### src/hdl/cs_freeze_pkg.sv
// Constants for the carrier sense and level freeze block
// Assumes a single 200 MHz clock; filter samples and converter ticks arrive as strobes
package cs_freeze_pkg;
	// Register indices on the plain register port
	localparam logic [3:0] ADDR_CFG     = 4'h0;
	localparam logic [3:0] ADDR_STATUS  = 4'h1;
	localparam logic [3:0] ADDR_IRQ_ST  = 4'h2;
	localparam logic [3:0] ADDR_IRQ_EN  = 4'h3;
	localparam logic [3:0] ADDR_IRQ_CLR = 4'h4;
	localparam logic [3:0] ADDR_FILT    = 4'h5;
	// Reset values
	localparam logic [7:0] CFG_RESET    = 8'h65;
	localparam logic [7:0] FILT_RESET   = 8'h01;
	// Field positions of gain_control_config_one
	localparam int CS_SET_LSB   = 6;
	localparam int CS_REL_BIT   = 5;
	localparam int HOLD_SEL_LSB = 2;
	localparam int EXTRA_LSB    = 0;
	// Field positions of the filter setup register
	localparam int DECIMATION_DIVISOR_SELECT_LSB  = 0;
	localparam int AVG_SEL_LSB  = 4;
	// Hold code that freezes forever
	localparam logic [2:0] HOLD_FOREVER = 3'h7;
	// Base rate divider: 307.2 kHz out of 200 MHz
	localparam int REF_CLK_HZ   = 200_000_000;
	localparam int BASE_RATE_HZ = 307_200;
	localparam int BASE_DIV     = REF_CLK_HZ / BASE_RATE_HZ;
	// Interrupt event bit positions
	localparam int EV_CS_RISE   = 0;
	localparam int EV_CS_FALL   = 1;
	localparam int EV_FRZ_DONE  = 2;
	localparam int NUM_EV       = 3;
	typedef enum logic [1:0] {
		FRZ_IDLE,
		FRZ_FILT,
		FRZ_CONV,
		FRZ_HOLD
	} frz_state_t;
endpackage

### src/hdl/cs_run_counter.sv
// Consecutive-sample run counter for one side of the threshold
// Assumes sample strobe and comparison are synchronous to the clock
`timescale 1ns/1ps
module cs_run_counter #(
	parameter int W = 3
) (
	// Clock and reset
	input  wire logic         clk,
	input  wire logic         rst_n,
	// Samples
	input  wire logic         sample,
	input  wire logic         hit,
	input  wire logic [W-1:0] need,
	// Result
	output logic              reached
);
	logic [W-1:0] cnt_q;
	logic [W-1:0] cnt_d;

	always_comb begin
		cnt_d = cnt_q;
		if (sample) begin
			if (!hit) begin
				cnt_d = '0;
			end else if (cnt_q < need) begin
				cnt_d = cnt_q + W'(1);
			end
		end
	end

	always_ff @(posedge clk or negedge rst_n) begin
		if (!rst_n) begin
			cnt_q <= '0;
		end else begin
			cnt_q <= cnt_d;
		end
	end

	assign reached = sample && hit && (cnt_q + W'(1) >= need);
endmodule

### src/hdl/cs_freeze.sv
// Carrier sense qualification and gain-level freeze timer
// Assumes magnitude samples and converter ticks are synchronous strobes
`timescale 1ns/1ps
module cs_freeze #(
	parameter int MAG_W = 8
) (
	// Clock and reset
	input  wire logic             REF_CLK,
	input  wire logic             RST_N,
	// Register port
	input  wire logic [3:0]       ADDR,
	input  wire logic [7:0]       WDATA,
	input  wire logic             WR,
	input  wire logic             RD,
	output logic      [7:0]       RDATA,
	// Receive path
	input  wire logic             FILT_VALID,
	input  wire logic [MAG_W-1:0] MAGNITUDE,
	input  wire logic [MAG_W-1:0] THRESHOLD,
	input  wire logic             ADC_TICK,
	// Freeze triggers
	input  wire logic             FREQ_SWITCH,
	input  wire logic             LOCK_LOST,
	input  wire logic             RX_POWER_UP,
	// Outputs
	output logic                  LOCK_PIN,
	output logic                  CARRIER_SENSE,
	output logic                  FREEZE,
	output logic                  FILTER_CLK_TICK,
	output logic                  IRQ
);
	////////////////////////////////////////////////////////////////////////
	// Registers
	logic [7:0]                   cfg_q, cfg_d;
	logic [7:0]                   filt_q, filt_d;
	logic [cs_freeze_pkg::NUM_EV-1:0] ist_q, ist_d, ien_q, ien_d;
	logic [7:0]                   rdata_q, rdata_d;
	logic                         irq_q, irq_d;
	logic [cs_freeze_pkg::NUM_EV-1:0] ev;

	logic [1:0] cs_set;
	logic       cs_rel;
	logic [2:0] hold_sel;
	logic [1:0] extra_sel;
	logic [2:0] decimation_divisor_select;
	logic [1:0] avg_sel;
	assign cs_set    = cfg_q[cs_freeze_pkg::CS_SET_LSB +: 2];
	assign cs_rel    = cfg_q[cs_freeze_pkg::CS_REL_BIT];
	assign hold_sel  = cfg_q[cs_freeze_pkg::HOLD_SEL_LSB +: 3];
	assign extra_sel = cfg_q[cs_freeze_pkg::EXTRA_LSB +: 2];
	assign decimation_divisor_select   = filt_q[cs_freeze_pkg::DECIMATION_DIVISOR_SELECT_LSB +: 3];
	assign avg_sel   = filt_q[cs_freeze_pkg::AVG_SEL_LSB +: 2];

	////////////////////////////////////////////////////////////////////////
	// Filter clock: base 307.2 kHz strobe divided by the decimation divisor
	logic [15:0] base_q, base_d;
	logic [2:0]  dec_q, dec_d;
	logic        ftick_q, ftick_d;
	logic        base_tick;

	always_comb begin
		base_tick = (base_q == 16'(cs_freeze_pkg::BASE_DIV - 1));
		base_d    = base_tick ? 16'h0000 : base_q + 16'h0001;
		dec_d     = dec_q;
		ftick_d   = 1'b0;
		if (base_tick) begin
			if (dec_q >= decimation_divisor_select) begin
				dec_d   = 3'h0;
				ftick_d = 1'b1;
			end else begin
				dec_d = dec_q + 3'h1;
			end
		end
	end

	always_ff @(posedge REF_CLK or negedge RST_N) begin
		if (!RST_N) begin
			base_q  <= 16'h0000;
			dec_q   <= 3'h0;
			ftick_q <= 1'b0;
		end else begin
			base_q  <= base_d;
			dec_q   <= dec_d;
			ftick_q <= ftick_d;
		end
	end

	////////////////////////////////////////////////////////////////////////
	// Magnitude averaging; power-of-two window so a shift divides
	logic [MAG_W+3:0] acc_q, acc_d;
	logic [3:0]       nav_q, nav_d;
	logic [MAG_W-1:0] avg_q, avg_d;
	logic             avg_vld_q, avg_vld_d;
	logic [3:0]       nav_last;

	always_comb begin
		nav_last  = 4'((2 << avg_sel) - 1);
		acc_d     = acc_q;
		nav_d     = nav_q;
		avg_d     = avg_q;
		avg_vld_d = 1'b0;
		if (FILT_VALID) begin
			if (nav_q >= nav_last) begin
				avg_d     = MAG_W'((acc_q + (MAG_W+4)'(MAGNITUDE)) >> ({1'b0, avg_sel} + 3'd1));
				avg_vld_d = 1'b1;
				acc_d     = '0;
				nav_d     = 4'h0;
			end else begin
				acc_d = acc_q + (MAG_W+4)'(MAGNITUDE);
				nav_d = nav_q + 4'h1;
			end
		end
	end

	always_ff @(posedge REF_CLK or negedge RST_N) begin
		if (!RST_N) begin
			acc_q     <= '0;
			nav_q     <= 4'h0;
			avg_q     <= '0;
			avg_vld_q <= 1'b0;
		end else begin
			acc_q     <= acc_d;
			nav_q     <= nav_d;
			avg_q     <= avg_d;
			avg_vld_q <= avg_vld_d;
		end
	end

	////////////////////////////////////////////////////////////////////////
	// Carrier sense qualification
	logic       above;
	logic       set_hit, clr_hit;
	logic       cs_q, cs_d;
	assign above = (avg_q >= THRESHOLD);

	cs_run_counter #(.W(3)) u_set_run (
		.clk     (REF_CLK),
		.rst_n   (RST_N),
		.sample  (avg_vld_q),
		.hit     (above),
		.need    ({1'b0, cs_set} + 3'h1),
		.reached (set_hit)
	);

	cs_run_counter #(.W(3)) u_clr_run (
		.clk     (REF_CLK),
		.rst_n   (RST_N),
		.sample  (avg_vld_q),
		.hit     (!above),
		.need    ({2'b00, cs_rel} + 3'h1),
		.reached (clr_hit)
	);

	always_comb begin
		cs_d = cs_q;
		if (set_hit) begin
			cs_d = 1'b1;
		end else if (clr_hit) begin
			cs_d = 1'b0;
		end
	end

	////////////////////////////////////////////////////////////////////////
	// Freeze timer: filter-clock hold, then converter-clock hold
	cs_freeze_pkg::frz_state_t st_q, st_d;
	logic [7:0] fcnt_q, fcnt_d;
	logic [7:0] hold_len, extra_len;
	logic       trig;
	logic       frz_q, frz_d;
	logic       done;

	always_comb begin
		unique case (hold_sel)
			3'h0:    hold_len = 8'h10;
			3'h1:    hold_len = 8'h14;
			3'h2:    hold_len = 8'h18;
			3'h3:    hold_len = 8'h1c;
			3'h4:    hold_len = 8'h20;
			3'h5:    hold_len = 8'h28;
			default: hold_len = 8'h30;
		endcase
		extra_len = 8'(8'h10 << extra_sel);
		trig      = FREQ_SWITCH || LOCK_LOST || RX_POWER_UP;
		st_d      = st_q;
		fcnt_d    = fcnt_q;
		done      = 1'b0;
		unique case (st_q)
			cs_freeze_pkg::FRZ_IDLE: begin
				if (trig) begin
					st_d   = cs_freeze_pkg::FRZ_FILT;
					fcnt_d = 8'h00;
				end
			end
			cs_freeze_pkg::FRZ_FILT: begin
				if (trig) begin
					fcnt_d = 8'h00;
				end else if (ftick_q) begin
					if (fcnt_q + 8'h01 >= hold_len) begin
						st_d   = cs_freeze_pkg::FRZ_CONV;
						fcnt_d = 8'h00;
					end else begin
						fcnt_d = fcnt_q + 8'h01;
					end
				end
			end
			cs_freeze_pkg::FRZ_CONV: begin
				if (trig) begin
					st_d   = cs_freeze_pkg::FRZ_FILT;
					fcnt_d = 8'h00;
				end else if (ADC_TICK) begin
					if (fcnt_q + 8'h01 >= extra_len) begin
						st_d = cs_freeze_pkg::FRZ_IDLE;
						done = 1'b1;
					end else begin
						fcnt_d = fcnt_q + 8'h01;
					end
				end
			end
			cs_freeze_pkg::FRZ_HOLD: begin
				// A trigger in the cycle code 7 is left must not be lost
				if (trig) begin
					st_d   = cs_freeze_pkg::FRZ_FILT;
					fcnt_d = 8'h00;
				end else begin
					st_d = cs_freeze_pkg::FRZ_IDLE;
				end
			end
		endcase
		if (hold_sel == cs_freeze_pkg::HOLD_FOREVER) begin
			st_d   = cs_freeze_pkg::FRZ_HOLD;
			done   = 1'b0;
		end
		frz_d = (st_d != cs_freeze_pkg::FRZ_IDLE);
	end

	always_ff @(posedge REF_CLK or negedge RST_N) begin
		if (!RST_N) begin
			st_q   <= cs_freeze_pkg::FRZ_IDLE;
			fcnt_q <= 8'h00;
			frz_q  <= 1'b0;
			cs_q   <= 1'b0;
		end else begin
			st_q   <= st_d;
			fcnt_q <= fcnt_d;
			frz_q  <= frz_d;
			cs_q   <= cs_d;
		end
	end

	////////////////////////////////////////////////////////////////////////
	// Register port and interrupts; a set wins over a clear in the same cycle
	always_comb begin
		ev = '0;
		ev[cs_freeze_pkg::EV_CS_RISE]  = cs_d && !cs_q;
		ev[cs_freeze_pkg::EV_CS_FALL]  = !cs_d && cs_q;
		ev[cs_freeze_pkg::EV_FRZ_DONE] = done;
		cfg_d   = cfg_q;
		filt_d  = filt_q;
		ien_d   = ien_q;
		ist_d   = ist_q;
		rdata_d = 8'h00;
		if (WR) begin
			unique case (ADDR)
				cs_freeze_pkg::ADDR_CFG:     cfg_d  = WDATA;
				cs_freeze_pkg::ADDR_FILT:    filt_d = WDATA;
				cs_freeze_pkg::ADDR_IRQ_EN:  ien_d  = WDATA[cs_freeze_pkg::NUM_EV-1:0];
				cs_freeze_pkg::ADDR_IRQ_CLR: ist_d  = ist_q & ~WDATA[cs_freeze_pkg::NUM_EV-1:0];
				default: ;
			endcase
		end
		ist_d = ist_d | ev;
		if (RD) begin
			unique case (ADDR)
				cs_freeze_pkg::ADDR_CFG:    rdata_d = cfg_q;
				cs_freeze_pkg::ADDR_FILT:   rdata_d = filt_q;
				cs_freeze_pkg::ADDR_STATUS: rdata_d = {6'h00, frz_q, cs_q};
				cs_freeze_pkg::ADDR_IRQ_ST: rdata_d = {5'h00, ist_q};
				cs_freeze_pkg::ADDR_IRQ_EN: rdata_d = {5'h00, ien_q};
				default:                    rdata_d = 8'h00;
			endcase
		end
		irq_d = |(ist_d & ien_d);
	end

	always_ff @(posedge REF_CLK or negedge RST_N) begin
		if (!RST_N) begin
			cfg_q   <= cs_freeze_pkg::CFG_RESET;
			filt_q  <= cs_freeze_pkg::FILT_RESET;
			ien_q   <= '0;
			ist_q   <= '0;
			rdata_q <= 8'h00;
			irq_q   <= 1'b0;
		end else begin
			cfg_q   <= cfg_d;
			filt_q  <= filt_d;
			ien_q   <= ien_d;
			ist_q   <= ist_d;
			rdata_q <= rdata_d;
			irq_q   <= irq_d;
		end
	end

	assign RDATA           = rdata_q;
	assign LOCK_PIN        = cs_q;
	assign CARRIER_SENSE   = cs_q;
	assign FREEZE          = frz_q;
	assign FILTER_CLK_TICK = ftick_q;
	assign IRQ             = irq_q;
endmodule

### config.mk
export PLATFORM = sky130hd
export DESIGN_NAME = cs_freeze
export DESIGN_NICKNAME = d
export VERILOG_FILES = /design/src/hdl/cs_freeze_pkg.sv /design/src/hdl/cs_run_counter.sv /design/src/hdl/cs_freeze.sv
export SDC_FILE = /design/constraint.sdc
export NUM_CORES = 1
export LEC_CHECK = 0
export ABC_CLOCK_PERIOD_IN_PS = 2700
export BUFFER_PORTS_ARGS = -buffer_cell sky130_fd_sc_hd__buf_2
export CAP_MARGIN = 40
export CORE_MARGIN = 3
export CORE_UTILIZATION = 50
export CTS_CLUSTER_SIZE = 16
export DETAILED_ROUTE_END_ITERATION = 8
export PLACE_DENSITY = 0.72
export SLEW_MARGIN = 20
export SYNTH_ARGS = -nofsm -noshare
export SYNTH_HDL_FRONTEND = slang
export SYNTH_SLANG_ARGS = --single-unit
### constraint.sdc
create_clock -name REF_CLK -period 2.7 [get_ports REF_CLK]
set_clock_uncertainty 0.05 [all_clocks]
set_input_delay 0.54 -clock REF_CLK [delete_from_list [all_inputs] [get_ports REF_CLK]]
set_output_delay 0.54 -clock REF_CLK [all_outputs]
set_load 0.01 [all_outputs]
==> flow_summary.json, run 1 <==
{
  "port_buffers": 49,
  "cts_inserted_buffers": 9,
  "wl_per_cell_um": 16.1,
  "synth_area_per_cell_um2": 9.81,
  "clkTransAtPathRegs_ns": 0.06,
  "start_kind": "flip-flop",
  "layoutNonFillerInstCount": 824,
  "relSlewSlack_pct": 62.2,
  "critical_path_class": "reg -> reg",
  "arrival_ns": 2.84,
  "diodes": 0,
  "drtPass1Iterations": 4,
  "synth_edf_count": 0,
  "p_total_mw": 5.69,
  "top_layer": "met4",
  "holdWs_ns": 0.0992,
  "end_kind": "flip-flop",
  "path_max_fanout": 4,
  "yosys_warnings": 0,
  "synthTopCellsByCount": "dfrtp_1, ha_1, nor2_1",
  "gp_congestion": 0.864,
  "synth_cells": 597,
  "finish.utilization_pct": 62.4,
  "ys_seq_area_share_pct": 40.3,
  "dr.first_iter.drc_count": 287,
  "wl_met2_mm": 6.40,
  "nets": 769,
  "synth_top_area_share_pct": 38.0,
  "track_usage_pct": 21.1,
  "synth_top_area_cell": "dfrtp_1",
  "power_leakage_nw": 3.36,
  "grt_pass1_vias": 4752,
  "dp_hpwl_mm": 9.87,
  "post-route-drc-count": 0,
  "fin_tns_setup_ns": 0,
  "via_per_inst": 5.74,
  "critPathSlowestCell": "or3_4",
  "start_util_pct": 52.6,
  "cap_violations": 0,
  "irDropWorstVdd_mv": 0.468,
  "final_max_slew_viol_count": 0,
  "grt_pass1_wl_mm": 22.4,
  "worst_slack_ns": 0.0507,
  "cts.sinks": 94,
  "die_x_um": 114,
  "crit_required_ns": 2.89,
  "r2r_slack_ns": 0.05,
  "rows": 38,
  "ys_ff_latch": 94,
  "route.vias.total": 4732,
  "wl_met3_um": 637,
  "place_area_um2": 6500,
  "antenna_left": 0,
  "synthesis.nets": 687,
  "cp_cell_sequence": "nand3_1 > nor2_4 > nand3_2 > xnor2_2 > ha_2 > or3_4 > o22ai_2 > a21boi_2 > nor2_2 > buf_6 > nor2_2 > a22o_1",
  "synth.area.top_cells": "dfrtp_1, ha_1, mux2_2",
  "drive_above_1_share_pct": 24.4,
  "clockRootBuffer": "clkbuf_16",
  "worst_slew_pin_slew_ns": 0.563,
  "hold_viol": 0,
  "wl_mm": 13.3,
  "cp_slowest_stage_delay_ns": 0.41,
  "critical-path-top-delay-family": "simple AND/OR/NAND/NOR gates",
  "antenna_found_initial": 0,
  "dieArea_um2": 13000,
  "io_pins": 50,
  "synth.distinct_cells": 74,
  "setup_viol": 0,
  "placed_cells": 806,
  "core_um2": 11100,
  "syn-cell-area_um2": 5860,
  "met1Wirelength_mm": 6.00,
  "cts-htree-levels": 3,
  "final_cell_area_um2": 6940,
  "yosysMostFrequentCell": "dfrtp_1",
  "min_period_over_period_pct": 98.1,
  "synthArstFlopShare_pct": 100,
  "fp.dieH_um": 114,
  "ys.flop_type": "dfrtp_1",
  "syn_to_final_growth_pct": 18.6,
  "fillers": 915,
  "grt_max_degree": 36,
  "clk_path_buf_depth": 2,
  "clk_latency_ns": 0.35,
  "fmax_mhz": 377,
  "pre_cts_ws_ns": -0.0764,
  "status": "completed",
  "crit_top_cell": "nor2_2",
  "worstPathBufferInverterCount": 1,
  "cellPowerDensity_nw_per_um2": 819,
  "min_path_type": "in -> async",
  "layout_min_cycle_time_ns": 2.65,
  "tritoncts": "yes",
  "gr-total-overflow": 0
}
-- worst register-to-register path, cell delays in order (launching register included) --
cell and delay [ns]:
dfrtp_1 0.40, nand3_1 0.14, nor2_4 0.19, nand3_2 0.11
xnor2_2 0.16, ha_2 0.22, or3_4 0.41, o22ai_2 0.16
a21boi_2 0.10, nor2_2 0.18, buf_6 0.13, nor2_2 0.05
a22o_1 0.24
-- path summary, 6_finish.rpt --
| check | from | depth (start not counted) | endpoint |
|---|---|---|---|
| max in group asynchronous | RST_N | 2 | base_q[10] |
| min in group REF_CLK | WDATA[6] | 2 | filt_q[6] |
| hold reg to reg | base_q[15] | 1 | base_q[15] |
| hold / removal | RST_N | 1 | fcnt_q[7] |
| setup reg to reg | fcnt_q[3] | 12 | fcnt_q[0] |
| setup / recovery | fcnt_q[3] | 12 | fcnt_q[0] |
-- registers in the layout (all words and copies together) (netlist names) --
register and count:
base_q 16, acc_q 12, RDATA 8, avg_q 8
cfg_q 8, fcnt_q 8, filt_q 8, nav_q 4
dec_q 3, ien_q 3, ist_q 3, u_clr_run.cnt_q 3
u_set_run.cnt_q 3, st_q 2, CARRIER_SENSE 1, FILTER_CLK_TICK 1
FREEZE 1, IRQ 1, avg_vld_q 1
-- area by class of cell --
class | count | area (µm²) | share of cell area (%)
Multi-Input combinational cell | 443 | 3380 | 48.6
Sequential cell | 94 | 2360 | 34.0
Timing Repair Buffer | 88 | 561 | 8.07
Clock buffer | 12 | 256 | 3.69
Tap cell | 140 | 175 | 2.52
Inverter | 43 | 161 | 2.32
Clock inverter | 4 | 52.6 | 0.757
-- layout by cell type, fill, tap and decap left out, drive strengths merged, types with 14 or more instances in the layout --
| master | synthesis | layout |
|---|---|---|
| a21oi | 24 | 24 |
| xnor2 | 16 | 16 |
| dfrtp | 89 | 89 |
| nand3 | 18 | 18 |
| o21ai | 23 | 23 |
| ha | 52 | 52 |
| mux2 | 21 | 21 |
| nor2 | 52 | 52 |
| inv | 42 | 43 |
| nand2 | 45 | 45 |
| o22ai | 14 | 14 |
| xor2 | 17 | 17 |
| buf | 5 | 88 |
-- metal layers --
layer | GRT usage (%) | vias up
li1 | - | 2318
met1 | 27.7 | 2282
met2 | 35.4 | 104
met3 | 3.01 | 28
met4 | 8.16 | 0
met5 | 0 | -
-- cell families (layout without fill, tap and decap cells) --
family                   after synthesis  after routing  share of synthesized area, %
AND/OR/NAND/NOR                      183            183                          15.3
AO/OA/AOI/OAI                        140            140                          17.3
flip-flops                            94             94                          40.3
buffers and inverters                 60            147                          4.04
adder cells (fa/ha/maj)               53             53                          11.5
multiplexers                          34             34                          6.69
XOR/XNOR                              33             33                          4.93
-- where the power goes --
group | internal, mW | switching, mW
registers | 1.71 | 0.277
logic | 1.12 | 1.26
clock network | 0.772 | 0.549
-- repair_timing --
action	CTS	global route
gates resized for setup	4	24
buffers inserted	0	2
hold buffers	0	0
pin swaps	0	10
gates cloned	0	0
endpoints found under the setup margin	7	12
hold endpoints to repair	0	0
(Power assumes the default switching activity.)
==> run 2: changes to the inputs <==
- CORE_MARGIN: 3 -> 5
- CORE_UTILIZATION: 50 -> 55
- PLACE_DENSITY: 0.72 -> 0.78
==> flow_summary.json, run 2 (synthesis gave the netlist of run 1 again) <==
{
  "layout_min_cycle_time_ns": 2.61,
  "p_comb_share_pct": 45.4,
  "status": "completed",
  "crit_required_ns": 2.91,
  "cts.sinks": 94,
  "clk_latency_ns": 0.38,
  "reg2reg_from": "fcnt_q[0]",
  "cp-startpoint": "fcnt_q[0]",
  "antenna_found_initial": 0,
  "min_period_over_period_pct": 96.8,
  "wl_mm": 12.8,
  "fp.dieH_um": 113,
  "grt_pass1_wl_mm": 22.3,
  "wl_per_cell_um": 15.7,
  "cellPowerDensity_nw_per_um2": 779,
  "cts-htree-levels": 3,
  "end_kind": "flip-flop",
  "io_pins": 50,
  "regMostFlops": "base_q",
  "clk_path_buf_depth": 2,
  "placed_cells": 794,
  "cts_inserted_buffers": 9,
  "nets": 763,
  "r2r_slack_ns": 0.09,
  "irDropWorstVdd_mv": 0.541,
  "track_usage_pct": 21.0,
  "core_um2": 10400,
  "intPower_mw": 3.19,
  "clkTransAtPathRegs_ns": 0.10,
  "p_clk_share_pct": 17.2,
  "post-route-drc-count": 0,
  "netSwitchingFraction_pct": 39.6,
  "gp_congestion": 0.886,
  "place_area_um2": 6440,
  "setup_viol": 0,
  "wl_met3_um": 621,
  "hold_viol": 0,
  "tritoncts": "yes",
  "port_buffers": 49,
  "rows": 37,
  "cap_violations": 0,
  "drive_above_1_share_pct": 24.0,
  "top_regs": "base_q (16), acc_q (12)",
  "largest_reg_flops": 16,
  "final_max_slew_viol_count": 0,
  "rsz0062_at_grt": "true",
  "wl_met2_mm": 6.33,
  "final_cell_mix": "dfrtp_1, ha_1, buf_2",
  "reg2reg_to": "fcnt_q[5]",
  "gr-total-overflow": 0,
  "fin_tns_setup_ns": 0,
  "layoutNonFillerInstCount": 814,
  "path_max_fanout": 4,
  "dr.first_iter.drc_count": 289,
  "switchingPower_mw": 2.09,
  "min_path_type": "in -> async",
  "via_per_inst": 5.83,
  "die_x_um": 113,
  "met1Wirelength_mm": 5.55,
  "diodes": 0,
  "worst_slew_pin_slew_ns": 0.615,
  "finish.utilization_pct": 65.4,
  "critical_path_class": "reg -> reg",
  "reg2regPathDepth": 13,
  "grt_pass1_vias": 4870,
  "p_seq_share_pct": 37.4,
  "antenna_left": 0,
  "grt_max_degree": 72,
  "syn_to_final_growth_pct": 15.7,
  "drtPass1Iterations": 4,
  "dieArea_um2": 12800,
  "fmax_mhz": 382,
  "start_kind": "flip-flop",
  "relSlewSlack_pct": 58.7,
  "final_cell_area_um2": 6780,
  "route.vias.total": 4742,
  "final_common_cell": "dfrtp_1",
  "top_layer": "met4",
  "clockRootBuffer": "clkbuf_8",
  "start_util_pct": 56.5,
  "arrival_ns": 2.82,
  "dp_hpwl_mm": 9.69,
  "power_leakage_nw": 3.27
}
[run 2: changes by cell type in the layout (fill, tap and decap cells not counted), moves of 2 or more]
cell / delta
clkbuf_16: -9
nor3_2: +3
clkbuf_8: +7
nor3_1: -3
clkinvlp_4: +2
inv_8: +3
buf_4: -6
[run 2: what timing repair did]
item                       in CTS  in global routing
pin swaps                       1                 11
resized for setup              10                 17
hold buffers                    0                  0
setup endpoints to repair      10                 13
setup buffers                   2                  2
[run 2: worst max path at each step]
stage,endpoint,cells after the start,slack (ns)
4_1_cts,fcnt_q[6],12,-0.02
5_1_grt,fcnt_q[5],13,-0.06
3_5_place_dp,avg_q[7],9,-0.11
6_report,fcnt_q[5],13,0.09
2_1_floorplan,fcnt_q[5],11,0.0003
3_3_place_gp,avg_q[7],9,-0.07
[run 2: power groups by stage]
stage	logic, mW	registers, mW	clock network [mW]
floorplan	1.72	1.90	0
global placement	2.20	1.97	0
detailed placement	2.33	2.00	0
CTS	2.37	1.97	0.925
global route	2.70	2.02	0.996
finish	2.40	1.98	0.907
[run 2: through the flow]
stage	setup slack [ns]	total power [mW]	hold WS, ns
finish	0.0852	5.28	0.0101
global route	-0.0633	5.72	0.0213
CTS	-0.0196	5.26	0.00578
detailed placement	-0.113	4.32	0.418
global placement	-0.0666	4.17	0.409
floorplan	0.000266	3.62	0.194
[run 2: area by class of cell]
class	instances	area, µm²
Clock buffer	9	124
Multi-Input combinational cell	443	3370
Sequential cell	94	2360
Tap cell	136	170
Timing Repair Buffer	82	524
Clock inverter	7	66.3
Inverter	43	161
Fill cell	840	3590
[run 2: critical path, cell delays in order (launching register included)]
cell	delay (ns)
dfrtp_1	0.36
buf_4	0.13
nand2_1	0.10
nor2_4	0.15
nand3_1	0.11
xnor2_1	0.17
ha_2	0.21
or3_4	0.41
o22ai_2	0.16
a21boi_2	0.10
nor2_2	0.12
buf_4	0.15
mux2i_1	0.23
nor3_2	0.07
[run 2: per-layer routing]
metal	vias up	track usage [%]
met2	124	35.6
li1	2295	-
met1	2295	27.0
met3	28	2.78
met4	0	9.21
met5	-	0
